$ cat src/mrs_pkg.sv
// Constants and types shared by the route sequencer and its pin sampler.
// Assumes a single 40 MHz clock domain; no timescale in packages.
package mrs_pkg;

  // ---------------------------------------------------------------
  // Sizes
  // ---------------------------------------------------------------
  localparam int ROUTES = 8;
  localparam int TAB_N  = 16;
  localparam int ADDR_W = 12;
  localparam int SEL_W  = 6;
  localparam int PIN_W  = 6 + SEL_W;

  // ---------------------------------------------------------------
  // Register byte offsets and regions (region = paddr[11:6])
  // ---------------------------------------------------------------
  localparam logic [11:0] OFS_HOME_CTRL  = 12'h000;
  localparam logic [11:0] OFS_HOME_COORD = 12'h004;
  localparam logic [11:0] OFS_SW_TRIG    = 12'h008;
  localparam logic [11:0] OFS_STATUS     = 12'h00c;
  localparam logic [5:0]  RG_ROUTE       = 6'h01;
  localparam logic [5:0]  RG_SPEED       = 6'h02;
  localparam logic [5:0]  RG_ACCDEC      = 6'h03;
  localparam logic [5:0]  RG_DWELL       = 6'h04;

  // ---------------------------------------------------------------
  // Field positions
  // ---------------------------------------------------------------
  localparam int F_DWELL = 20;
  localparam int F_SPEED = 16;
  localparam int F_DECEL = 12;
  localparam int F_ACCEL = 8;
  localparam int F_CTYPE = 6;
  localparam int F_OVERLAP_NEXT  = 5;
  localparam int F_INS   = 4;
  localparam int F_SECOND_DECEL_SELECT  = 16;
  localparam int F_FIRST_DECEL_SELECT  = 12;
  localparam int F_PATH  = 4;
  localparam int F_BOOT  = 0;

  // Command-type codes and boot enable value
  localparam logic [1:0] CT_ABS   = 2'h0;
  localparam logic [1:0] CT_SPEED = 2'h1;
  localparam logic [1:0] CT_INCR  = 2'h2;
  localparam logic [3:0] BOOT_ON  = 4'h1;

  // ---------------------------------------------------------------
  // Timing
  // ---------------------------------------------------------------
  localparam int CLK_NS     = 25;
  localparam int MS_NS      = 1000000;
  localparam int CYC_PER_MS = MS_NS / CLK_NS;

  // ---------------------------------------------------------------
  // Types
  // ---------------------------------------------------------------
  typedef enum logic [3:0] {
    ST_IDLE   = 4'b0001,
    ST_RUN    = 4'b0010,
    ST_DWELL  = 4'b0100,
    ST_HOMING = 4'b1000
  } state_t;

  typedef struct packed {
    logic [31:0] end_pos;
    logic [15:0] speed;
    logic [15:0] accel;
    logic [15:0] decel;
    logic        speed_mode;
    logic        blend;
  } cmd_t;

  typedef struct packed {
    logic             trig;
    logic             halt;
    logic             fwd_lim;
    logic             rev_lim;
    logic             home_start;
    logic             servo_on;
    logic [SEL_W-1:0] sel;
  } pin_t;

endpackage : mrs_pkg

$ cat src/motion_route_sequencer.sv
// Positioning-route sequencer: eight route records, a homing record,
// parameter tables, ordering of consecutive routes, APB register access.
// Assumes one 40 MHz clock, pins asynchronous, profile side synchronous.
`timescale 1ns/1ps
module motion_route_sequencer
  import mrs_pkg::*;
#(
  parameter int unsigned cyc_per_ms = CYC_PER_MS
) (
  input  wire logic              clk,          // System clock
  input  wire logic              nrst,         // Async reset, active low
  input  wire logic              psel,         // APB select
  input  wire logic              penable,      // APB enable
  input  wire logic              pwrite,       // APB write
  input  wire logic [ADDR_W-1:0] paddr,        // APB byte address
  input  wire logic [31:0]       pwdata,       // APB write data
  output logic      [31:0]       prdata,       // APB read data
  output logic                   pready,       // APB ready
  output logic                   pslverr,      // APB error
  input  wire logic              route_trigger_input,      // Pin
  input  wire logic [SEL_W-1:0]  route_select_inputs,      // Pins
  input  wire logic              motor_halt_input,         // Pin
  input  wire logic              forward_soft_limit_input, // Pin
  input  wire logic              reverse_soft_limit_input, // Pin
  input  wire logic              homing_start_input,       // Pin
  input  wire logic              servo_on,     // Pin, servo enabled
  input  wire logic              cmd_done,     // Position command done
  input  wire logic              home_found,   // Reference found
  output cmd_t                   cmd,          // Commanded move
  output logic                   cmd_load,     // New command pulse
  output logic                   halt_req,     // Stop pulse
  output logic                   homing_req,   // Start homing pulse
  output state_t                 seq_state,    // Sequencer state
  output logic [3:0]             active_route, // Route 1..8, 0 none
  output logic                   limit_stop    // Stopped by soft limit
);

  localparam logic [15:0] SUB_LAST = 16'(cyc_per_ms - 1);

  typedef struct packed {
    state_t                      st;
    cmd_t                        cmd;
    logic                        cmd_load;
    logic                        halt_req;
    logic                        homing_req;
    logic [3:0]                  cur_route;
    logic                        cur_overlap_next;
    logic [15:0]                 cur_dwell;
    logic                        pend;
    logic [2:0]                  pend_idx;
    logic [15:0]                 ms_cnt;
    logic [15:0]                 sub_cnt;
    logic                        booted;
    logic                        limit_stop;
    pin_t                        prev;
    logic [31:0]                 home_ctrl;
    logic [31:0]                 home_coord;
    logic [ROUTES-1:0][1:0][31:0] route;
    logic [TAB_N-1:0][15:0]      spd_tab;
    logic [TAB_N-1:0][15:0]      acc_tab;
    logic [TAB_N-1:0][15:0]      dly_tab;
    logic                        pready;
    logic                        pslverr;
    logic [31:0]                 prdata;
  } sq_t;

  localparam sq_t SQ_RST = '{st: ST_IDLE, default: '0};

  sq_t              r;
  sq_t              n;
  pin_t             pin_s;
  logic [PIN_W-1:0] pin_raw;
  logic [31:0]      rd_data;
  logic             hit;
  logic             launch_en;
  logic [2:0]       launch_idx;
  logic             launch_ovl;
  logic [31:0]      base_pos;

  // ---------------------------------------------------------------
  // Helpers
  // ---------------------------------------------------------------
  function automatic logic [3:0] nib(logic [31:0] w, int pos);
    return w[pos+:4];
  endfunction : nib

  // Load a route into the command and start running it
  function automatic sq_t launch(sq_t s, logic [2:0] i, logic ovl);
    sq_t         o;
    logic [31:0] w0;
    logic [31:0] tg;
    o  = s;
    w0 = s.route[i][0];
    tg = s.route[i][1];
    case (w0[F_CTYPE+:2])
      CT_INCR:  o.cmd.end_pos = s.cmd.end_pos + tg;
      CT_SPEED: o.cmd.end_pos = s.cmd.end_pos;
      default:  o.cmd.end_pos = tg;
    endcase
    o.cmd.speed      = s.spd_tab[nib(w0, F_SPEED)];
    o.cmd.accel      = s.acc_tab[nib(w0, F_ACCEL)];
    o.cmd.decel      = s.acc_tab[nib(w0, F_DECEL)];
    o.cmd.speed_mode = (w0[F_CTYPE+:2] == CT_SPEED);
    o.cmd.blend      = ovl & (w0[F_CTYPE+:2] != CT_SPEED);
    o.cur_dwell      = s.dly_tab[nib(w0, F_DWELL)];
    o.cur_overlap_next       = w0[F_OVERLAP_NEXT];
    o.cur_route      = {1'b0, i} + 4'h1;
    o.st             = ST_RUN;
    o.cmd_load       = 1'b1;
    o.limit_stop     = 1'b0;
    return o;
  endfunction : launch

  // ---------------------------------------------------------------
  // Pin sampling and event decode
  // ---------------------------------------------------------------
  assign pin_raw = {route_trigger_input, motor_halt_input,
                    forward_soft_limit_input, reverse_soft_limit_input,
                    homing_start_input, servo_on, route_select_inputs};

  pin_sync #(
    .W    (PIN_W)
  ) u_pin_sync (
    .clk  (clk),
    .nrst (nrst),
    .din  (pin_raw),
    .dout (pin_s)
  );

  logic             acc;
  logic             wr_en;
  logic [5:0]       region;
  logic             sw_go;
  logic             go;
  logic [SEL_W-1:0] sel;
  logic             sel_route;
  logic [2:0]       idx;
  logic             interrupt_previous;
  logic             halt_rise;
  logic             limit_hit;
  logic             servo_rise;
  logic             home_go;
  logic [3:0]       path;

  assign acc       = psel & penable;
  assign wr_en     = acc & r.pready & pwrite;
  assign region    = paddr[11:6];
  assign sw_go     = wr_en & (paddr == OFS_SW_TRIG)
                   & (pwdata[31:SEL_W] == '0);
  assign go        = sw_go | (pin_s.trig & ~r.prev.trig);
  assign sel       = sw_go ? pwdata[SEL_W-1:0] : pin_s.sel;
  assign sel_route = (sel != '0) && (sel <= SEL_W'(ROUTES));
  assign idx       = 3'(sel - SEL_W'(1));
  assign interrupt_previous       = r.route[idx][0][F_INS];
  assign halt_rise = pin_s.halt & ~r.prev.halt;
  assign limit_hit = pin_s.fwd_lim | pin_s.rev_lim;
  assign servo_rise = pin_s.servo_on & ~r.prev.servo_on;
  assign path      = nib(r.home_ctrl, F_PATH);
  // Boot homing only at the first servo-on after reset, and only if the boot field is one then
  assign home_go   = (go && sel == '0)
                   | (pin_s.home_start & ~r.prev.home_start)
                   | (servo_rise & ~r.booted
                      & (nib(r.home_ctrl, F_BOOT) == BOOT_ON));

  // ---------------------------------------------------------------
  // Register read mux
  // ---------------------------------------------------------------
  always_comb begin
    rd_data = '0;
    hit     = 1'b1;
    if (region == RG_ROUTE) begin
      rd_data = r.route[paddr[5:3]][paddr[2]];
    end else if (region == RG_SPEED) begin
      rd_data = {16'h0, r.spd_tab[paddr[5:2]]};
    end else if (region == RG_ACCDEC) begin
      rd_data = {16'h0, r.acc_tab[paddr[5:2]]};
    end else if (region == RG_DWELL) begin
      rd_data = {16'h0, r.dly_tab[paddr[5:2]]};
    end else begin
      case (paddr)
        OFS_HOME_CTRL:  rd_data = r.home_ctrl;
        OFS_HOME_COORD: rd_data = r.home_coord;
        OFS_SW_TRIG:    rd_data = '0;
        OFS_STATUS:     rd_data = {18'h0, r.limit_stop, r.booted,
                                   r.pend_idx, r.pend, r.cur_route, r.st};
        default:        hit = 1'b0;
      endcase
    end
  end

  // ---------------------------------------------------------------
  // Sequencer and register file next state
  // ---------------------------------------------------------------
  always_comb begin
    n            = r;
    launch_en    = 1'b0;
    launch_idx   = '0;
    launch_ovl   = 1'b0;
    base_pos     = '0;
    n.cmd_load   = 1'b0;
    n.halt_req   = 1'b0;
    n.homing_req = 1'b0;
    n.prev       = pin_s;
    if (servo_rise) begin
      n.booted = 1'b1;
    end
    // Stop events first; limits only in run and dwell
    if (halt_rise || (limit_hit &&
        (r.st == ST_RUN || r.st == ST_DWELL))) begin
      n.st         = ST_IDLE;
      n.halt_req   = 1'b1;
      n.pend       = 1'b0;
      n.cmd.blend  = 1'b0;
      n.limit_stop = ~halt_rise;
    end else if (home_go) begin
      n.st         = ST_HOMING;
      n.homing_req = 1'b1;
      n.pend       = 1'b0;
      n.cur_route  = '0;
      n.cmd.blend  = 1'b0;
      n.cmd.accel  = r.acc_tab[nib(r.home_ctrl, F_ACCEL)];
      n.cmd.decel  = r.acc_tab[nib(r.home_ctrl, F_FIRST_DECEL_SELECT)];
      n.limit_stop = 1'b0;
    end else if (go && sel_route && (r.st == ST_IDLE || interrupt_previous)) begin
      launch_en  = 1'b1;
      launch_idx = idx;
      n.pend     = 1'b0;
    end else begin
      if (go && sel_route) begin
        n.pend     = 1'b1;
        n.pend_idx = idx;
      end
      unique case (r.st)
        ST_IDLE: begin
          n.st = ST_IDLE;
        end
        ST_RUN: begin
          if (cmd_done) begin
            if (r.cur_overlap_next || r.cur_dwell == '0) begin
              if (n.pend) begin
                launch_en  = 1'b1;
                launch_idx = n.pend_idx;
                launch_ovl = r.cur_overlap_next;
                n.pend     = 1'b0;
              end else begin
                n.st = ST_IDLE;
              end
            end else begin
              n.st      = ST_DWELL;
              n.ms_cnt  = '0;
              n.sub_cnt = '0;
            end
          end
        end
        ST_DWELL: begin
          if (r.sub_cnt == SUB_LAST) begin
            n.sub_cnt = '0;
            n.ms_cnt  = r.ms_cnt + 16'h1;
            if (r.ms_cnt + 16'h1 == r.cur_dwell) begin
              if (n.pend) begin
                launch_en  = 1'b1;
                launch_idx = n.pend_idx;
                n.pend     = 1'b0;
              end else begin
                n.st = ST_IDLE;
              end
            end
          end else begin
            n.sub_cnt = r.sub_cnt + 16'h1;
          end
        end
        ST_HOMING: begin
          if (home_found) begin
            n.cmd.end_pos = r.home_coord;
            if (path != '0 && path <= 4'(ROUTES)) begin
              launch_en  = 1'b1;
              launch_idx = 3'(path - 4'h1);
            end else begin
              n.st = ST_IDLE;
            end
          end
        end
        default: begin
          n.st = ST_IDLE;
        end
      endcase
    end
    if (launch_en) begin
      base_pos = n.cmd.end_pos;
      n        = launch(n, launch_idx, launch_ovl);
    end
    // APB: one wait state, write lands with pready
    n.pready  = acc & ~r.pready;
    n.pslverr = 1'b0;
    if (acc && !r.pready) begin
      n.prdata  = rd_data;
      n.pslverr = ~hit;
    end
    if (wr_en && hit) begin
      if (region == RG_ROUTE) begin
        n.route[paddr[5:3]][paddr[2]] = pwdata;
        if (!paddr[2]) begin
          n.route[paddr[5:3]][0][3:0] = 4'h0;
        end
      end else if (region == RG_SPEED) begin
        n.spd_tab[paddr[5:2]] = pwdata[15:0];
      end else if (region == RG_ACCDEC) begin
        n.acc_tab[paddr[5:2]] = pwdata[15:0];
      end else if (region == RG_DWELL) begin
        n.dly_tab[paddr[5:2]] = pwdata[15:0];
      end else if (paddr == OFS_HOME_CTRL) begin
        n.home_ctrl = pwdata;
      end else if (paddr == OFS_HOME_COORD) begin
        n.home_coord = pwdata;
      end
    end
  end

  // State register
  always_ff @(posedge clk or negedge nrst) begin
    if (!nrst) begin
      r <= SQ_RST;
    end else begin
      r <= n;
    end
  end

  // ---------------------------------------------------------------
  // Outputs
  // ---------------------------------------------------------------
  assign prdata       = r.prdata;
  assign pready       = r.pready;
  assign pslverr      = r.pslverr;
  assign cmd          = r.cmd;
  assign cmd_load     = r.cmd_load;
  assign halt_req     = r.halt_req;
  assign homing_req   = r.homing_req;
  assign seq_state    = r.st;
  assign active_route = r.cur_route;
  assign limit_stop   = r.limit_stop;

  // ---------------------------------------------------------------
  // Assertions
  // ---------------------------------------------------------------
  logic        quiet;
  logic [31:0] lw0;
  logic [31:0] ltg;

  assign quiet = ~halt_rise & ~limit_hit & ~go & ~home_go;
  assign lw0   = r.route[launch_idx][0];
  assign ltg   = r.route[launch_idx][1];
endmodule : motion_route_sequencer

$ cat src/pin_sync.sv
// Three-stage sampler for pin inputs with agreement filter.
// Assumes asynchronous pins; output moves when stages two and three agree.
`timescale 1ns/1ps
module pin_sync
  import mrs_pkg::*;
#(
  parameter int W = PIN_W
) (
  input  wire logic         clk,  // System clock
  input  wire logic         nrst, // Async reset, active low
  input  wire logic [W-1:0] din,  // Raw pin levels
  output logic      [W-1:0] dout  // Filtered levels
);

  typedef struct packed {
    logic [W-1:0] s1;
    logic [W-1:0] s2;
    logic [W-1:0] s3;
    logic [W-1:0] o;
  } ss_t;

  ss_t r;
  ss_t n;

  // Shift chain and per-bit agreement
  always_comb begin
    n    = r;
    n.s1 = din;
    n.s2 = r.s1;
    n.s3 = r.s2;
    n.o  = (r.s2 & ~(r.s2 ^ r.s3)) | (r.o & (r.s2 ^ r.s3));
  end

  // State register
  always_ff @(posedge clk or negedge nrst) begin
    if (!nrst) begin
      r <= '0;
    end else begin
      r <= n;
    end
  end

  assign dout = r.o;

endmodule : pin_sync

$ cat config.mk
export PLATFORM = sky130hd
export DESIGN_NAME = motion_route_sequencer
export DESIGN_NICKNAME = d
export VERILOG_FILES = /design/src/mrs_pkg.sv /design/src/motion_route_sequencer.sv /design/src/pin_sync.sv
export SDC_FILE = /design/constraint.sdc
export NUM_CORES = 2
export LEC_CHECK = 0
export CORE_UTILIZATION = 51
export DETAILED_ROUTE_END_ITERATION = 16
export DONT_BUFFER_PORTS = 1
export GPL_ROUTABILITY_DRIVEN = 0
export PLACE_DENSITY = 0.69
export SLEW_MARGIN = 15
export SYNTH_ARGS = -nofsm -noshare
export SYNTH_HDL_FRONTEND = slang
export SYNTH_SLANG_ARGS = --single-unit
$ cat constraint.sdc
create_clock -name clk -period 8.2 [get_ports clk]
set_clock_uncertainty 0.1 [all_clocks]
set_input_delay 1.64 -clock clk [delete_from_list [all_inputs] [get_ports clk]]
set_output_delay 1.64 -clock clk [all_outputs]
set_load 0.01 [all_outputs]
==> out/metrics.csv <==
stage;metric;value;unit
logic_synthesis;synth.distinct_cells;90;
setup_path;path_common_cell;a21oi_2;
route;dr.max_layer_used;met5;
run_status;violations;negative setup slack;
sta;maxSlewHeadroom;0.175;
power_and_ir_drop;leakagePower;0.0436;uW
sta;holdWs;0.245;ns
logic_synthesis;syn_nets;7196;
logic_synthesis;synth_mux_area_frac;0.378;
logic_synthesis;synth-async-reset-ratio;1.00;
clock_tree;clockBufferDepth;3;
route;route.layer.met1.wl;116;mm
cells_and_area;drive_above_1_share;0.390;
setup_path;critPathMaxStageDelay;0.47;ns
route;dr.pass1.iters;6;
sta;tightest_slew;1.23;ns
clock_tree;cts-root-buf;clkbuf_16;
route;dr.first_iter.drc_count;8532;
power_and_ir_drop;power.density;179;nW/um2
clock_tree;clock_latency;0.87;ns
route;route.detailed.vias_per_inst;6.98;
run_status;outcome;complete, but fails checks;
logic_synthesis;synth_top_family_by_area;multiplexers;
global_route;grt_pass1_wl;450;mm
route;met3_length;36.2;mm
setup_path;start_kind;input port;
floorplan;dieArea;178000;um2
setup_path;slowest_stage;nor4b_4;
cells_and_area;register_area;39500;um2
route;wl_per_cell;32.9;um
setup_path;crit_arrival;8.97;ns
logic_synthesis;synth_fa_ha_area_frac;0.00782;
job;maxCapViolations;0;
route;via_count;65100;
sta;drv_slew;0;
power_and_ir_drop;pwr-share-comb;0.065;
logic_synthesis;synthFlopType;dfrtp_1;
power_and_ir_drop;clockPowerShare;0.472;
sta;fmax;119;MHz
logic_synthesis;yosysWarnings;0;
clock_tree;clock-sinks;1578;
clock_tree;path_clk_slew;0.06;ns
floorplan;chipHeight;422;um
clock_tree;cts_tree;done;
min_path;holdCritPathClass;reg -> reg;
cells_and_area;syn_to_final_growth;10.4;%
cells_and_area;nNetsFinal;6961;
placed_design;post-place-ws;-0.478;ns
sta;rsz0062_at_grt;yes;
logic_synthesis;synth-seq-cells;1578;
logic_synthesis;yosys.area_share.simple;0.0661;
global_route;grt_overflow;0;
global_route;globalRouteTotalUtil;0.342;
logic_synthesis;synth_enable_flop_cells;0;
global_route;grt_max_degree;308;
setup_path;crit_type;in -> reg;
route;route.met2.wl;136;mm
power_and_ir_drop;power_switching;4370;uW
sta;finalSetupViolations;4;
sta;fin_ws;-0.195;ns
route;wl;307;mm
placed_design;dp_hpwl;184;mm
power_and_ir_drop;internal-power;13400;uW
logic_synthesis;synth_area;89900;um2
cells_and_area;stdcell_area;99200;um2
setup_path;path_max_fanout;243;
clock_tree;htreeDepth;4;
logic_synthesis;syn_inst;7087;
floorplan;io_pins;191;
route;drtAntennaViolNets;0;
route;route.detailed.drc;0;
cells_and_area;fillers;13900;
placed_design;io_buffers;0;
sta;timing.final.crit_share;1.02;
logic_synthesis;synth_compound_area_frac;0.0601;
cells_and_area;final_common_cell;dfrtp_1;
global_route;antenna_found_initial;19;
global_route;grt_pass1_vias;64600;
logic_synthesis;synth_xor_area_frac;0.00590;
floorplan;start_util;0.515;
placed_design;placedInstanceArea;92700;um2
cells_and_area;multi_input_area;47100;um2
power_and_ir_drop;seqPwrFrac;0.463;
sta;hold_viol_final;0;
clock_tree;cts_buffers;174;
clock_tree;cts.hold.buffers_added;0;
setup_path;required;8.78;ns
floorplan;core_area;174000;um2
power_and_ir_drop;vdd_drop_max;176;uV
floorplan;fp.dieW;422;um
logic_synthesis;seq_area_frac_synth;0.439;
cells_and_area;final_cell_mix;1571 x dfrtp_1, 1384 x mux2_2, 650 x mux2i_1;
sta;period_needed;8.40;ns
sta;fin_setup_tns;-0.514;ns
power_and_ir_drop;p_sw_frac;0.246;
setup_path;cp-end-kind;flip-flop;
logic_synthesis;synth_area_per_cell;12.7;um2
floorplan;rows;153;
## state kept, by name (all words and copies together) (netlist names), 4 cells and up, named ones only
| signal | count |
|---|---|
| active_route | 4 |
| seq_state | 4 |
| r | 1398 |
| path | 4 |
| u_pin_sync.r | 12 |
| cmd | 82 |
| u_pin_sync.n | 24 |
| prdata | 32 |
## cells by family (layout without fill, tap and decap cells)
group,count (synthesis),in the layout
and+or+nand+nor,1284,1284
muxes,2565,2565
other,0,11
xor gates and xnor gates,59,59
DFF,1578,1578
AOI/OAI and AO/OA,733,733
buffers and inverters,810,717
adders and majority gates,58,58
## cell type report
class	instances	share of cell area
Multi-Input combinational cell	4699	0.475
Sequential cell	1578	0.398
Clock buffer	249	0.0514
Timing Repair Buffer	359	0.0339
Tap cell	2325	0.0293
Clock inverter	69	0.0104
Inverter	38	0.00161
Antenna cell	11	0.000277
Timing Repair inverter	2	0.000176
## synth_stat cells, drive strengths merged, types with 6 or more instances
cell | count | area (um2)
dfrtp | 1577 | 39500
mux2 | 1385 | 15600
mux2i | 656 | 6600
nand2 | 557 | 2090
mux4 | 524 | 11800
clkbuf | 457 | 1720
buf | 315 | 1950
nand3 | 280 | 1410
nor2 | 163 | 627
o21ai | 127 | 639
a22oi | 91 | 683
a221oi | 86 | 753
nor3 | 59 | 307
o22ai | 55 | 344
a21oi | 54 | 270
nand2b | 51 | 319
ha | 45 | 563
a211oi | 43 | 323
and2 | 40 | 253
a32oi | 38 | 333
a221o | 36 | 360
inv | 36 | 135
nand4 | 32 | 213
xnor2 | 32 | 280
a31oi | 28 | 181
xor2 | 26 | 228
nor4 | 23 | 174
and3 | 20 | 125
o211ai | 20 | 169
nor2b | 19 | 119
o21a | 18 | 135
o221a | 16 | 180
o22a | 16 | 140
o32ai | 16 | 140
a21o | 15 | 113
a22o | 15 | 131
o31ai | 14 | 105
o221ai | 13 | 114
maj3 | 12 | 120
or2 | 10 | 62.6
or3 | 10 | 67.6
nor4b | 6 | 52.6
## power by group through the flow
| stage | sequential [uW] | combinational [uW] | clock [uW] |
|---|---|---|---|
| after global routing | 8240 | 1230 | 8780 |
| after global placement | 8380 | 1090 | 0 |
| final | 8230 | 1150 | 8390 |
| after detailed placement | 8380 | 1120 | 0 |
| after floorplan | 8140 | 1040 | 0 |
| after CTS | 8240 | 1120 | 8480 |
## critical path, delay by kind of cell
family,cells,cell delay [ns]
AOI/OAI and AO/OA,16,3.11
xor gates and xnor gates,1,0.18
and+or+nand+nor,13,2.25
muxes,1,0.35
adders and majority gates,2,0.46
buffers and inverters,3,0.42
## per-stage QoR
| step | instances | util | total power, uW |
|---|---|---|---|
| after detailed placement | 8980 | 0.531 | 9500 |
| after CTS | 9298 | 0.567 | 17800 |
| final | 9330 | 0.569 | 17800 |
| after global routing | 9322 | 0.569 | 18200 |
| after global placement | 8975 | 0.531 | 9470 |
| after floorplan | 7087 | - | 9190 |
## routing by layer
| metal | GRT usage | up-vias |
|---|---|---|
| met5 | 0 | - |
| li1 | - | 26200 |
| met4 | 0.192 | 14 |
| met2 | 0.505 | 4136 |
| met3 | 0.100 | 974 |
| met1 | 0.453 | 33800 |
## final timing paths
| path | startpoint | end | slack, ns | depth (start not counted) |
|---|---|---|---|---|
| setup / recovery | paddr[2] | cmd[79] | -0.20 | 36 |
| hold / removal | u_pin_sync.n[29] | u_pin_sync.n[17] | 0.25 | 0 |
| setup reg to reg | r[1392] | cmd[79] | 0.55 | 32 |
| hold reg to reg | u_pin_sync.n[29] | u_pin_sync.n[17] | 0.25 | 0 |
| max in group asynchronous | nrst | r[823] | 4.22 | 6 |
| min in group asynchronous | nrst | cmd[5] | 0.40 | 0 |
## timing repair
item	CTS	global route
endpoints found under the setup margin	0	10
setup buffers	0	13
resized for setup	0	26
hold endpoints to repair	0	0
No activity file was read; power rests on OpenSTA's default activity.
